## config.mk

```make
export PLATFORM = sky130hd
export DESIGN_NAME = flash_cmd_ctrl
export DESIGN_NICKNAME = d
export VERILOG_FILES = /design/src/flash_cmd_pkg.sv /design/src/op_timer.sv /design/src/ebuf_track.sv /design/src/flash_cmd_ctrl.sv
export SDC_FILE = /design/constraint.sdc
export NUM_CORES = 1
export LEC_CHECK = 0
export BUFFER_PORTS_ARGS = -buffer_cell sky130_fd_sc_hd__buf_2
export CAP_MARGIN = 20
export CORE_MARGIN = 2
export CORE_UTILIZATION = 25
export DETAILED_ROUTE_END_ITERATION = 8
export PLACE_DENSITY = 0.41
export SYNTH_ARGS = -nofsm -noshare
export SYNTH_HDL_FRONTEND = slang
export SYNTH_HIERARCHICAL = 1
export SYNTH_SLANG_ARGS = --single-unit
export TNS_END_PERCENT = 50
```

## constraint.sdc

```tcl
create_clock -name core_clk -period 12.56 [get_ports core_clk]
set_input_delay 3.14 -clock core_clk [delete_from_list [all_inputs] [get_ports core_clk]]
set_output_delay 3.14 -clock core_clk [all_outputs]
set_load 0.01 [all_outputs]
```

## src/flash_cmd_pkg.sv

```systemverilog
// Constants, command codes and state encoding for the flash command controller
// Summary of operation
// - Resume code restarts suspended programming; status polled
// - Extra resumes ignored; new suspend still accepted
// - Enhanced mode only in x16; only enhanced commands
// - Two-write exit returns to array read
// - 256-word buffer shares address bits 23..8
// - Wrong block, page, count or order aborts
// - Abort sets abort flag, toggles, clears error
// - Busy status shows abort, error, toggle, polling
// - Six writes start chip erase of unprotected blocks
// - Protected blocks skipped; all protected ends quickly
// - Chip erase ignores every command, shows status
// - Failed erase holds status until reset command
// - Bypass chip erase takes two writes
// - Added blocks restart the selection timeout
// - Protected blocks in list silently skipped
// - Block erase takes only suspend, reset, more blocks during timeout
// - Bypass block erase takes two writes, repeatable
// - Suspend halts erase, ends timeout at once
// - Suspended: other blocks usable, bad programs ignored
// - Erase resume only in array read mode
package flash_cmd_pkg;
	localparam int CLK_MHZ = 10;
	// All-protected erase finishes within this time
	localparam int PROT_TIME_US = 100;
	localparam int PROT_CYC = PROT_TIME_US * CLK_MHZ;
	localparam int BLK_TMO_CYC_DEF = 500;
	localparam int ERASE_CYC_DEF = 10000;
	localparam int PROG_CYC_DEF = 160;
	localparam int EBP_CYC_DEF = 8000;
	localparam int TMR_W = 24;
	localparam int EBP_WORDS = 256;
	// Unlock addresses per bus width
	localparam logic [11:0] UNL1_X16 = 12'h555;
	localparam logic [11:0] UNL2_X16 = 12'h2AA;
	localparam logic [11:0] UNL1_X8 = 12'hAAA;
	localparam logic [11:0] UNL2_X8 = 12'h555;
	// Command data codes
	localparam logic [7:0] CMD_UNL1 = 8'hAA;
	localparam logic [7:0] CMD_UNL2 = 8'h55;
	localparam logic [7:0] CMD_ERS_SETUP = 8'h80;
	localparam logic [7:0] CMD_CHIP = 8'h10;
	localparam logic [7:0] CMD_BLK = 8'h30;
	localparam logic [7:0] CMD_RESUME = 8'h30;
	localparam logic [7:0] CMD_SUSP = 8'hB0;
	localparam logic [7:0] CMD_RESET = 8'hF0;
	localparam logic [7:0] CMD_PROG = 8'hA0;
	localparam logic [7:0] CMD_BYP = 8'h20;
	localparam logic [7:0] CMD_ASEL = 8'h90;
	localparam logic [7:0] CMD_EXIT1 = 8'h90;
	localparam logic [7:0] CMD_EXIT2 = 8'h00;
	localparam logic [7:0] CMD_EBP_ENTER = 8'h38;
	localparam logic [7:0] CMD_EBP_SETUP = 8'h33;
	localparam logic [7:0] CMD_CONFIRM = 8'h29;
	// Status bit positions
	localparam int ST_POLL = 7;
	localparam int ST_TOG = 6;
	localparam int ST_ERR = 5;
	localparam int ST_ABRT = 1;
	typedef enum logic [4:0] {
		S_READ = 5'h00,
		S_U1 = 5'h01,
		S_U2 = 5'h03,
		S_E1 = 5'h02,
		S_E2 = 5'h06,
		S_E3 = 5'h07,
		S_BTMO = 5'h05,
		S_BERS = 5'h04,
		S_PROG = 5'h0C,
		S_PSUSP = 5'h0D,
		S_CERS = 5'h0F,
		S_FAIL = 5'h0E,
		S_EBP = 5'h0A,
		S_EBLD = 5'h0B,
		S_EBPG = 5'h09,
		S_EBAB = 5'h08,
		S_BYP80 = 5'h18,
		S_PDATA = 5'h19
	} st_t;
endpackage

```

## src/op_timer.sv

```systemverilog
// Loadable down-counter pacing the internal program/erase operations
`timescale 1ns/100ps
module op_timer
(
	input wire logic core_clk,
	input wire logic rst_n,
	input wire logic load,
	input wire logic [flash_cmd_pkg::TMR_W-1:0] val,
	input wire logic run,
	output logic done
);
	import flash_cmd_pkg::*;
	typedef struct packed {
		logic [TMR_W-1:0] cnt;
		logic done;
	} tmr_t;
	tmr_t s_q, s_d;

	// Count holds while run is low, so a suspended erase keeps its place
	always_comb
	begin
		s_d = s_q;
		s_d.done = 1'b0;
		if (load)
			s_d.cnt = val;
		else if (run && s_q.cnt != '0)
		begin
			s_d.cnt = s_q.cnt - 1'b1;
			s_d.done = (s_q.cnt == {{(TMR_W-1){1'b0}}, 1'b1});
		end
	end

	always_ff @(posedge core_clk or negedge rst_n)
	begin
		if (!rst_n)
			s_q <= '0;
		else
			s_q <= s_d;
	end

	assign done = s_q.done;
endmodule // op_timer

```

## src/ebuf_track.sv

```systemverilog
// Load-order and page checker for the 256-word enhanced buffer
`timescale 1ns/100ps
module ebuf_track
(
	input wire logic core_clk,
	input wire logic rst_n,
	input wire logic start,
	input wire logic [7:0] blk,
	input wire logic load,
	input wire logic [23:0] addr,
	output logic full,
	output logic bad
);
	import flash_cmd_pkg::*;
	typedef struct packed {
		logic [8:0] cnt;
		logic [7:0] blk;
		logic [7:0] page;
	} trk_t;
	trk_t s_q, s_d;

	// First load fixes the page; later loads must match it and the count
	always_comb
	begin
		bad = (addr[23:16] != s_q.blk) || (addr[7:0] != s_q.cnt[7:0]) || full;
		if (s_q.cnt != '0 && addr[15:8] != s_q.page)
			bad = 1'b1;
	end

	always_comb
	begin
		s_d = s_q;
		if (start)
		begin
			s_d.cnt = '0;
			s_d.blk = blk;
		end
		else if (load)
		begin
			s_d.cnt = s_q.cnt + 1'b1;
			if (s_q.cnt == '0)
				s_d.page = addr[15:8];
		end
	end

	always_ff @(posedge core_clk or negedge rst_n)
	begin
		if (!rst_n)
			s_q <= '0;
		else
			s_q <= s_d;
	end

	assign full = (s_q.cnt == 9'(EBP_WORDS));
endmodule // ebuf_track

```

## src/flash_cmd_ctrl.sv

```systemverilog
// Command decoder and sequencer for program, buffered program and erase
//
// Design decisions made here: the register offsets and strobed register access.
`timescale 1ns/100ps
module flash_cmd_ctrl
#(
	parameter int BLK_TMO_CYC = flash_cmd_pkg::BLK_TMO_CYC_DEF,
	parameter int ERASE_CYC = flash_cmd_pkg::ERASE_CYC_DEF,
	parameter int EBP_CYC = flash_cmd_pkg::EBP_CYC_DEF
)
(
	input wire logic core_clk,
	input wire logic resetn,
	input wire logic word_mode,
	input wire logic [23:0] addr,
	input wire logic [15:0] wdata,
	input wire logic wr_stb,
	input wire logic rd_stb,
	output logic [15:0] rdata,
	input wire logic [15:0] array_rdata,
	input wire logic blk_prot,
	input wire logic blk_susp,
	input wire logic all_prot,
	input wire logic op_fail,
	output logic prog_stb,
	output logic [23:0] op_addr,
	output logic [15:0] op_data,
	output logic buf_stb,
	output logic ers_sel_stb,
	output logic ers_go_stb,
	output logic chip_ers_stb,
	output logic ers_suspended,
	output logic prog_suspended,
	output logic bypass_mode,
	output logic asel_mode,
	output logic ebp_mode
);
	import flash_cmd_pkg::*;

	typedef struct packed {
		st_t st;
		logic wm1;
		logic wm2;
		logic byp;
		logic esusp;
		logic etmo_susp;
		logic asel;
		logic x1;
		logic tog;
		logic dpoll;
		logic err;
		logic abrt;
		logic any_unprot;
		logic [15:0] rdata;
		logic prog_stb;
		logic buf_stb;
		logic sel_stb;
		logic go_stb;
		logic chip_stb;
		logic [23:0] addr;
		logic [15:0] data;
	} ctl_t;
	ctl_t s_q, s_d;

	logic [1:0] rs_q;
	logic rst_n;
	logic te_load, te_run, te_done;
	logic [TMR_W-1:0] te_val;
	logic tp_load, tp_run, tp_done;
	logic [TMR_W-1:0] tp_val;
	logic tr_start, tr_load, tr_full, tr_bad;
	logic busy, stat_sel;
	logic [7:0] d8;
	logic [7:0] stat;

	// Unlock address match; which pair depends on the bus width
	function automatic logic is_unl(input logic [23:0] a, input logic second,
		input logic x16);
		logic [11:0] ref_a;
		begin
			if (x16)
				ref_a = second ? UNL2_X16 : UNL1_X16;
			else
				ref_a = second ? UNL2_X8 : UNL1_X8;
			if (x16)
				is_unl = (a[10:0] == ref_a[10:0]);
			else
				is_unl = (a[11:0] == ref_a);
		end
	endfunction

	// Reset release through two flops so no flop leaves reset mid-edge
	always_ff @(posedge core_clk or negedge resetn)
	begin
		if (!resetn)
			rs_q <= 2'b00;
		else
			rs_q <= {rs_q[0], 1'b1};
	end
	assign rst_n = rs_q[1];

	op_timer u_erase_tmr
	(
		.core_clk(core_clk),
		.rst_n(rst_n),
		.load(te_load),
		.val(te_val),
		.run(te_run),
		.done(te_done)
	);

	op_timer u_prog_tmr
	(
		.core_clk(core_clk),
		.rst_n(rst_n),
		.load(tp_load),
		.val(tp_val),
		.run(tp_run),
		.done(tp_done)
	);

	ebuf_track u_track
	(
		.core_clk(core_clk),
		.rst_n(rst_n),
		.start(tr_start),
		.blk(addr[23:16]),
		.load(tr_load),
		.addr(addr),
		.full(tr_full),
		.bad(tr_bad)
	);

	// Status decode; erase timer only runs while selecting or erasing
	assign d8 = wdata[7:0];
	assign busy = (s_q.st == S_BTMO) || (s_q.st == S_BERS) || (s_q.st == S_CERS)
		|| (s_q.st == S_PROG) || (s_q.st == S_EBPG) || (s_q.st == S_EBAB);
	assign stat_sel = busy || (s_q.st == S_FAIL)
		|| (s_q.esusp && blk_susp && s_q.st == S_READ);
	assign te_run = (s_q.st == S_BTMO) || (s_q.st == S_BERS) || (s_q.st == S_CERS);
	assign tp_run = (s_q.st == S_PROG) || (s_q.st == S_EBPG);

	always_comb
	begin
		stat = 8'h00;
		stat[ST_POLL] = s_q.dpoll;
		stat[ST_TOG] = s_q.tog;
		stat[ST_ERR] = s_q.err;
		stat[ST_ABRT] = s_q.abrt;
	end

	// Main sequencer: one write is decoded per cycle, reads never stall
	always_comb
	begin
		s_d = s_q;
		s_d.wm1 = word_mode;
		s_d.wm2 = s_q.wm1;
		s_d.prog_stb = 1'b0;
		s_d.buf_stb = 1'b0;
		s_d.sel_stb = 1'b0;
		s_d.go_stb = 1'b0;
		s_d.chip_stb = 1'b0;
		te_load = 1'b0;
		te_val = TMR_W'(BLK_TMO_CYC);
		tp_load = 1'b0;
		tp_val = TMR_W'(PROG_CYC_DEF);
		tr_start = 1'b0;
		tr_load = 1'b0;
		if (rd_stb)
		begin
			if (stat_sel)
				s_d.rdata = {8'h00, stat};
			else
				s_d.rdata = array_rdata;
			if (busy)
				s_d.tog = ~s_q.tog;
		end
		unique case (s_q.st)
			S_READ:
				if (wr_stb)
				begin
					if (s_q.x1)
					begin
						s_d.x1 = 1'b0;
						if (d8 == CMD_EXIT2)
							s_d.byp = 1'b0;
					end
					else if (d8 == CMD_RESET)
						s_d.asel = 1'b0;
					else if (d8 == CMD_RESUME && s_q.esusp)
					begin
						// Resume only from array read, not auto-select
						if (!s_q.asel)
						begin
							s_d.esusp = 1'b0;
							s_d.st = S_BERS;
							s_d.dpoll = 1'b0;
							if (s_q.etmo_susp)
							begin
								te_load = 1'b1;
								te_val = s_q.any_unprot ? TMR_W'(ERASE_CYC) : TMR_W'(PROT_CYC);
								s_d.go_stb = 1'b1;
							end
						end
					end
					else if (s_q.byp && d8 == CMD_PROG)
						s_d.st = S_PDATA;
					else if (s_q.byp && d8 == CMD_ERS_SETUP && !s_q.esusp)
						s_d.st = S_BYP80;
					else if (s_q.byp && d8 == CMD_EXIT1)
						s_d.x1 = 1'b1;
					else if (!s_q.byp && d8 == CMD_UNL1 && is_unl(addr, 1'b0, s_q.wm2))
						s_d.st = S_U1;
				end
			S_U1:
				if (wr_stb)
					s_d.st = (d8 == CMD_UNL2 && is_unl(addr, 1'b1, s_q.wm2)) ? S_U2 : S_READ;
			S_U2:
				if (wr_stb)
				begin
					s_d.st = S_READ;
					if (is_unl(addr, 1'b0, s_q.wm2))
					begin
						if (d8 == CMD_ERS_SETUP && !s_q.esusp)
							s_d.st = S_E1;
						else if (d8 == CMD_PROG)
							s_d.st = S_PDATA;
						else if (d8 == CMD_BYP)
							s_d.byp = 1'b1;
						else if (d8 == CMD_ASEL)
							s_d.asel = 1'b1;
						else if (d8 == CMD_EBP_ENTER && s_q.wm2 && !s_q.esusp)
							s_d.st = S_EBP;
					end
				end
			S_E1:
				if (wr_stb)
					s_d.st = (d8 == CMD_UNL1 && is_unl(addr, 1'b0, s_q.wm2)) ? S_E2 : S_READ;
			S_E2:
				if (wr_stb)
					s_d.st = (d8 == CMD_UNL2 && is_unl(addr, 1'b1, s_q.wm2)) ? S_E3 : S_READ;
			S_E3, S_BYP80:
				if (wr_stb)
				begin
					s_d.st = S_READ;
					s_d.err = 1'b0;
					s_d.dpoll = 1'b0;
					if (d8 == CMD_CHIP && (s_q.st == S_BYP80 || is_unl(addr, 1'b0, s_q.wm2)))
					begin
						// All-protected chip ends in the short window, data kept
						s_d.st = S_CERS;
						s_d.chip_stb = 1'b1;
						te_load = 1'b1;
						te_val = all_prot ? TMR_W'(PROT_CYC) : TMR_W'(ERASE_CYC);
					end
					else if (d8 == CMD_BLK)
					begin
						s_d.st = S_BTMO;
						s_d.addr = addr;
						s_d.sel_stb = !blk_prot;
						s_d.any_unprot = !blk_prot;
						te_load = 1'b1;
					end
				end
			S_BTMO:
				// Expiry wins over a late add: the controller has then started
				if (te_done)
				begin
					s_d.st = S_BERS;
					s_d.go_stb = 1'b1;
					te_load = 1'b1;
					te_val = s_q.any_unprot ? TMR_W'(ERASE_CYC) : TMR_W'(PROT_CYC);
				end
				else if (wr_stb)
				begin
					if (d8 == CMD_SUSP)
					begin
						s_d.st = S_READ;
						s_d.esusp = 1'b1;
						s_d.etmo_susp = 1'b1;
					end
					else if (d8 == CMD_RESET)
						s_d.st = S_READ;
					else if (d8 == CMD_BLK)
					begin
						s_d.addr = addr;
						s_d.sel_stb = !blk_prot;
						s_d.any_unprot = s_q.any_unprot | !blk_prot;
						te_load = 1'b1;
					end
				end
			S_BERS:
				if (te_done)
				begin
					s_d.st = op_fail ? S_FAIL : S_READ;
					s_d.err = op_fail;
				end
				else if (wr_stb && d8 == CMD_SUSP)
				begin
					s_d.st = S_READ;
					s_d.esusp = 1'b1;
					s_d.etmo_susp = 1'b0;
				end
			S_CERS:
				if (te_done)
				begin
					s_d.st = op_fail ? S_FAIL : S_READ;
					s_d.err = op_fail;
				end
			S_PDATA:
				if (wr_stb)
				begin
					s_d.st = S_READ;
					if (!(s_q.esusp && (blk_prot || blk_susp)))
					begin
						s_d.st = S_PROG;
						s_d.prog_stb = 1'b1;
						s_d.addr = addr;
						s_d.data = wdata;
						s_d.dpoll = ~wdata[7];
						s_d.err = 1'b0;
						tp_load = 1'b1;
					end
				end
			S_PROG:
				// Further resume codes fall through here unheeded
				if (tp_done)
				begin
					s_d.st = op_fail ? S_FAIL : S_READ;
					s_d.err = op_fail;
					s_d.dpoll = s_q.data[7];
				end
				else if (wr_stb && d8 == CMD_SUSP)
					s_d.st = S_PSUSP;
			S_PSUSP:
				if (wr_stb && d8 == CMD_RESUME)
					s_d.st = S_PROG;
			S_EBP:
				if (wr_stb)
				begin
					if (s_q.x1)
					begin
						s_d.x1 = 1'b0;
						if (d8 == CMD_EXIT2)
							s_d.st = S_READ;
					end
					else if (d8 == CMD_EXIT1)
						s_d.x1 = 1'b1;
					else if (d8 == CMD_EBP_SETUP)
					begin
						s_d.st = S_EBLD;
						s_d.abrt = 1'b0;
						s_d.err = 1'b0;
						tr_start = 1'b1;
					end
				end
			S_EBLD:
				if (wr_stb)
				begin
					if (tr_full && d8 == CMD_CONFIRM)
					begin
						s_d.st = S_EBPG;
						s_d.dpoll = ~s_q.data[7];
						tp_load = 1'b1;
						tp_val = TMR_W'(EBP_CYC);
					end
					else if (tr_full || tr_bad)
					begin
						s_d.st = S_EBAB;
						s_d.abrt = 1'b1;
						s_d.err = 1'b0;
						s_d.dpoll = ~s_q.data[7];
					end
					else
					begin
						tr_load = 1'b1;
						s_d.buf_stb = 1'b1;
						s_d.addr = addr;
						s_d.data = wdata;
					end
				end
			S_EBPG:
				if (tp_done)
				begin
					s_d.st = op_fail ? S_FAIL : S_EBP;
					s_d.err = op_fail;
					s_d.dpoll = s_q.data[7];
				end
			S_EBAB:
				if (wr_stb && d8 == CMD_RESET)
				begin
					s_d.st = S_READ;
					s_d.abrt = 1'b0;
				end
			S_FAIL:
				if (wr_stb && d8 == CMD_RESET)
				begin
					s_d.st = S_READ;
					s_d.err = 1'b0;
				end
			default:
				s_d.st = S_READ;
		endcase
	end

	always_ff @(posedge core_clk or negedge rst_n)
	begin
		if (!rst_n)
			s_q <= '{st: S_READ, default: '0};
		else
			s_q <= s_d;
	end

	// Outputs straight from the state register
	assign rdata = s_q.rdata;
	assign prog_stb = s_q.prog_stb;
	assign buf_stb = s_q.buf_stb;
	assign ers_sel_stb = s_q.sel_stb;
	assign ers_go_stb = s_q.go_stb;
	assign chip_ers_stb = s_q.chip_stb;
	assign op_addr = s_q.addr;
	assign op_data = s_q.data;
	assign ers_suspended = s_q.esusp;
	assign prog_suspended = (s_q.st == S_PSUSP);
	assign bypass_mode = s_q.byp;
	assign asel_mode = s_q.asel;
	assign ebp_mode = (s_q.st == S_EBP) || (s_q.st == S_EBLD) || (s_q.st == S_EBPG);
endmodule // flash_cmd_ctrl

```

# == Word-level counts from Yosys, hierarchy flattened ==
# Index checks and enable logic that the tools add are counted.
# word_totals
elab_cells,460
input_bits,65
regBits,155
out_inout_bits,66
# op_classes
n_addsub,3
n_reduce_logical,79
eq_ne,106
n_bitwise,5
muxes,238
# ops
op,count
40-bit two-way mux,5
5-bit two-way mux,40
12-bit two-way mux,16
24-bit two-way mux,8
14-bit two-way mux,11
1-bit two-way mux,104
24-bit case mux with 4 select lines,1
5-bit case mux with 16 select lines,1
25-bit two-way mux,3
12-bit equality test,6
11-bit equality test,6
2-bit inequality test (second input constant),33
24-bit by 1-bit equality test with 1-bit output (second input constant),2
8-bit equality test (second input constant),6
24-bit nonzero test,2
24-bit by 1-bit subtractor with 24-bit output (second input constant),2
14-bit case mux with 3 select lines,1
5-bit by 4-bit equality test with 1-bit output (second input constant),8
8-bit by 6-bit equality test with 1-bit output (second input constant),5
13-bit two-way mux,3
2-bit two-way mux,17
16-bit case mux with 2 select lines,1
2-bit by 1-bit inequality test with 1-bit output (second input constant),14
9-bit AND reduction,3
other kinds (47),133

# == Logic depth before layout (Yosys ltp) ==
# logic_depth
ltp_word,30
ltp_mapped,14

# == Modules after synthesis ==
# Netlist, hierarchy kept.
# by_module_without_submodules
mod,seq_area_each_um2,area_each_um2,cells_per_inst,n_inst
flash_cmd_ctrl,2001.9,5134.9,568,1
op_timer at u_prog_tmr,625.6,1682.9,176,1
op_timer at u_erase_tmr,625.6,1612.8,188,1
ebuf_track,625.6,1370.1,117,1

# == Worst setup path before layout ==
# No wires, ideal clock.
# synth_path
path_kind,input -> register
start,input port wdata[1]
end,register u_erase_tmr/s_q[12] (netlist name)
t_arrival_ps,5504
slack_ps,6931
path_stages,11
setup_time_ps,125
cell_sequence,or4_4 nor2_4 nand2_2 or4_4 o31ai_2 a21o_1 clkbuf_1 clkbuf_1 nor2_1 nand4_1 nand3_1
# synth_via
elab_chain_len,8
# synth_lines
element,line_no,source
from (decl),flash_cmd_ctrl.sv:16,"input wire logic [15:0] wdata,"
8-bit by 6-bit equality test with 1-bit output,"flash_cmd_ctrl.sv:190, flash_cmd_ctrl.sv:256, flash_cmd_ctrl.sv:284",
1-bit two-way mux or 1-bit logical AND (tied branches),"flash_cmd_ctrl.sv:256, flash_cmd_ctrl.sv:284, flash_cmd_ctrl.sv:190",
"1-bit two-way mux, on equally long branches","flash_cmd_ctrl.sv:282, flash_cmd_ctrl.sv:190",
"1-bit two-way mux, on equally long branches","flash_cmd_ctrl.sv:276, flash_cmd_ctrl.sv:188",
"1-bit two-way mux, on equally long branches","flash_cmd_ctrl.sv:274, flash_cmd_ctrl.sv:182",
"1-bit two-way mux, on equally long branches","flash_cmd_ctrl.sv:267, flash_cmd_ctrl.sv:180",
1-bit case mux with 3 select lines (*),flash_cmd_ctrl.sv:178,unique case (s_q.st)
net te_load,flash_cmd_ctrl.sv:67,"logic te_load, te_run, te_done;"
24-bit two-way mux or 2-bit nonzero test (tied branches),--,
to (signal assigned),op_timer.sv:36,s_q <= '0;
to (signal assigned),op_timer.sv:38,s_q <= s_d;
to (decl),op_timer.sv:17,"tmr_t s_q, s_d;"
# Mark *: on every way through the listed nets, which the timed path passes. The rest lies on a longest branch.
# A chain may end at the register's enable or synchronous reset.

# == Worst setup path after layout ==
# layout_path
start,input port wdata[5]
end,register u_prog_tmr/s_q[22] (netlist name)
# layout_via
elab_chain_len,6
# layout_lines
element,line_no,source
8-bit by 6-bit equality test with 1-bit output (*),flash_cmd_ctrl.sv:360,if (tr_full && d8 == CMD_CONFIRM)
1-bit logical AND (*),flash_cmd_ctrl.sv:360,
1-bit two-way mux (*),flash_cmd_ctrl.sv:360,
1-bit two-way mux (*),flash_cmd_ctrl.sv:358,if (wr_stb)
1-bit case mux with 2 select lines (*),flash_cmd_ctrl.sv:178,
net tp_load,flash_cmd_ctrl.sv:69,"logic tp_load, tp_run, tp_done;"
24-bit two-way mux or 2-bit nonzero test (tied branches),--,
to (signal assigned),op_timer.sv:36,
to (signal assigned),op_timer.sv:38,
to (decl),op_timer.sv:17,
# Marks and branches as above.

==> impl_results.md <==
* Fin crit share at around half
* Internal power of the cells at about 930 uW
* Maximum Capacitance Violations at 0
* Sw frac at 28.9%
* Kind of critical path: in2reg
* Sum of routed wire length over all layers at ~28000 um
* Number of antenna violations at the first check in global routing at 0
* Area post-placement at around 11000 um2
* Final setup violation count at 0
* Post-route clock skew at 12.6 ps
* Clock input transition at the sequential cells of the worst setup and hold paths at 70 ps
* Total GRT Usage at between 10% and 20%
* Maximum vdd ir drop at about 97 uV
* Library cells used by synthesis at 94
* Setup slack of the most critical reg-to-reg path at approximately 8300 ps
* Share of layout cells above drive strength 1 at 23.0%
* CP max stage delay at 660 ps
* Top Ports at 131
* Place WS at 6030 ps
* Number of placement rows at 72
* Pin count of the biggest net entering global routing at between 70 and 80
* Reported leakage power at between 0.004 and 0.005 uW
* Critical path cell sequence: buf_2, nor4bb_1, and3_1, and3_1, nand2_1, inv_1, or2_2, clkinv_1, nand2_1, a21oi_1, a311o_1
* Number of flops mapped to enable cells by yosys at 0
* First-iteration detailed-routing DRC count at around 740
* Number of instances in the synthesized netlist at 1049
* Mean Syn Cell Area at 9.34 um2
* Clk pwr share at between 40% and 50%
* Worst-case clock buffer depth at 2
* Critical path required time at approximately 13000 ps
* Ratio of routed vias to standard cells at 4.81
* Shortest period the worst path allows at roughly 6000 ps
* TritonCTS clock tree: done
* Startpoint Class: input port
* Post-synth ARST share at 100%
* FMAX at ~170 MHz
* X dimension of the die at a little over 200 um
* Relative contribution of sequential cells to total power at 41.4%
* Total half-perimeter wirelength after legalization and detailed placement at ~20000 um
* Total non-filler cell area in the finished layout at roughly 11000 um2
* Routability-driven placement congestion ratio at 0.885
* Gates resized, CTS repair at 0
* Final sum of negative setup slack at 0 ps
* Number of max-slew violations in the final report at 0
* Final #Nets at roughly 1200
* Number of buffers added on ports at 130
* Sequential cell area fraction in the yosys report at between 30% and 40%
* Post-synthesis instance area at a little under 10000 um2
* Number of buffers created by CTS at 17
* Final worst setup slack at 6510 ps
* Number of warnings printed during yosys synthesis at 6
* Number of global-route vias before repair at 7656
* Number of storage elements in the synthesis netlist at 155
* Clock network latency to the later pin of the worst-skew pair at about 440 ps
* N_diodes at 0
* Tightest Pin Transition at between 1000 and 1500 ps
* Layout area overhead at 14.5%
* CTS Root Buffer Type: clkbuf_16
* Number of setup buffers added after CTS at 0
* Vert. Die Dim at slightly above 200 um
* Filler instances at roughly 4100
* Type of the most critical hold path: reg2async
* Number of clock sinks at 155
* Max Fanout on Critical Path at 37
* Relative contribution of combinational cells to total power at between 15 and 20%
* Run status: completed
* Power density relative to cell area at about 120 nW/um2
* Number of routed nets with antenna violations at 0
* Global route total overflow at 0
* Setup crit end kind: register
* Core outline area at 38600 um2
* H-tree depth reported by CTS at 4
* Worst slew margin at 29.5%
* Setup repair after global routing missed its margin: false
* Total die area at around 40000 um2
* Starting Density at around 25%
* First-pass GRT wire length at around 44000 um
* Hold buffers post-CTS at 0
* Power dissipated by switching net loads at about 380 uW
* Detailed-routing iteration count for the pre-antenna-repair pass at 5
* Slowest cell on crit path: clkinv_1
* Data arrival time of the worst path at ~6400 ps
* Number of failing hold endpoints at the final stage at 0
* Wirelength per Cell at approximately 17 um
* Main flop type after synthesis: dfrtp_1
* Number of vias after detailed routing at 7944
* DRC at 0
path summary, 6_finish.rpt:
path	startpoint	end	cells past startpoint
worst max-delay path	wdata[5]	u_prog_tmr/s_q[22]	11
worst min-delay path	rs_q[1]	u_prog_tmr/s_q[20]	0
worst max register to register	s_q[76]	u_prog_tmr/s_q[22]	10
worst min register to register	rs_q[1]	u_prog_tmr/s_q[20]	0
max in group asynchronous	resetn	rs_q[1]	1
min in group core_clk	s_d[71]	s_q[71]	0
synthesized netlist by cell type (4+ instances only):
library cell	n	area [um2]
mux2i_1	6	60.1
dfrtp_1	155	3880
o21ai_0	38	190
nor4b_1	4	35.0
a31o_2	4	35.0
a311o_1	4	40.0
or4_1	13	97.6
nand2_1	96	360
o21ai_1	9	45.0
a21o_1	5	37.5
o22ai_1	17	106
xnor2_1	44	385
buf_2	9	45.0
buf_4	59	443
inv_1	39	146
mux2_1	24	270
clkbuf_1	40	150
nor2b_1	11	68.8
nand2b_1	7	43.8
nor3_1	25	125
buf_6	4	45.0
mux2_2	36	405
and2_1	8	50.1
nor4bb_1	5	50.1
o2111ai_1	5	43.8
xor2_1	8	70.1
nor4_2	8	100
a211oi_1	6	45.0
a21oi_1	24	120
and3_1	16	100
a211o_1	5	43.8
or4_4	8	90.1
o31ai_1	10	75.1
a31oi_1	21	131
nand4_1	28	175
ha_1	8	100
or3_1	10	62.6
nor3b_1	4	30.0
or2_2	4	25.0
nor2_1	76	285
o211ai_1	9	67.6
nor4_1	18	113
nand3_1	36	180
flip-flops by register name, summed over array words and instances, names as in the netlist:
signal,count
op_data,16
s_d,1
u_erase_tmr/done,1
buf_stb,1
prog_stb,1
asel_mode,1
ers_sel_stb,1
op_addr,24
u_erase_tmr/s_q,24
ers_suspended,1
ers_go_stb,1
u_track/s_q,25
chip_ers_stb,1
rdata,16
bypass_mode,1
rs_q,2
u_prog_tmr/done,1
s_q,13
u_prog_tmr/s_q,24
cell usage in the layout, fill, tap and decap left out, drive strengths merged, types with 5 or more instances in the layout:
cell type	n
dfrtp	155
buf	137
nand2	97
nor2	77
mux2	62
o21ai	48
xnor2	44
inv	42
nand3	37
conb	32
nor4	29
nand4	28
nor3	27
a21oi	26
clkbuf	23
or4	22
a31oi	21
o22ai	17
and3	17
o31ai	12
nor2b	11
or3	11
o211ai	9
and2	8
ha	8
xor2	8
nand2b	7
a211oi	6
mux2i	6
nor4bb	5
a21o	5
a211o	5
o2111ai	5
nor3b	5
worst max-delay path, delay by kind of cell:
family          cells  cell delay, ps
compound gates      2             380
buf+inv             3            1090
simple gates        6            1750
cells by family (layout without fill, tap and decap cells):
| family | Yosys count | in the layout | synth area share (%) |
|---|---|---|---|
| AOI/OAI and AO/OA | 200 | 200 | 14.4 |
| xor gates and xnor gates | 52 | 52 | 4.65 |
| adders and majority gates | 8 | 8 | 1.02 |
| buffers and inverters | 157 | 213 | 8.69 |
| DFF | 155 | 155 | 39.6 |
| muxes | 68 | 68 | 7.81 |
| other | 2 | 32 | 0.0766 |
| and+or+nand+nor | 407 | 407 | 23.8 |
stage by stage:
stage	instances	utilization (%)	total power, uW	hold WS, ps
floorplan	1079	-	697	331
global placement	1619	27.4	760	331
detailed placement	1619	27.4	757	322
CTS	1651	29.0	1330	317
global route	1653	29.0	1380	337
finish	1653	29.0	1300	281
power groups by stage:
| stage | registers, uW | clock network [uW] | logic [uW] |
|---|---|---|---|
| finish | 540 | 556 | 209 |
| global route | 544 | 602 | 230 |
| CTS | 540 | 579 | 208 |
| detailed placement | 550 | 0 | 208 |
| global placement | 549 | 0 | 210 |
| floorplan | 551 | 0 | 147 |
routing by layer:
metal | vias up | routed length, um | global-route usage (%)
li1 | 3894 | - | -
met1 | 3801 | 13700 | 19.2
met2 | 219 | 12300 | 21.0
met3 | 30 | 1300 | 2.98
met4 | 0 | 480 | 4.81
met5 | - | 0 | 0
cell type report:
| type | count | area [um2] | area share (%) |
|---|---|---|---|
| multi-input cells | 767 | 5190 | 46.2 |
| clock buffers | 22 | 484 | 4.31 |
| well taps | 518 | 648 | 5.78 |
| flip-flops and latches | 155 | 3880 | 34.6 |
| repair buffers | 138 | 721 | 6.42 |
| clock inverters | 10 | 139 | 1.24 |
| inverters | 43 | 161 | 1.44 |
(Power assumes the default switching activity.)
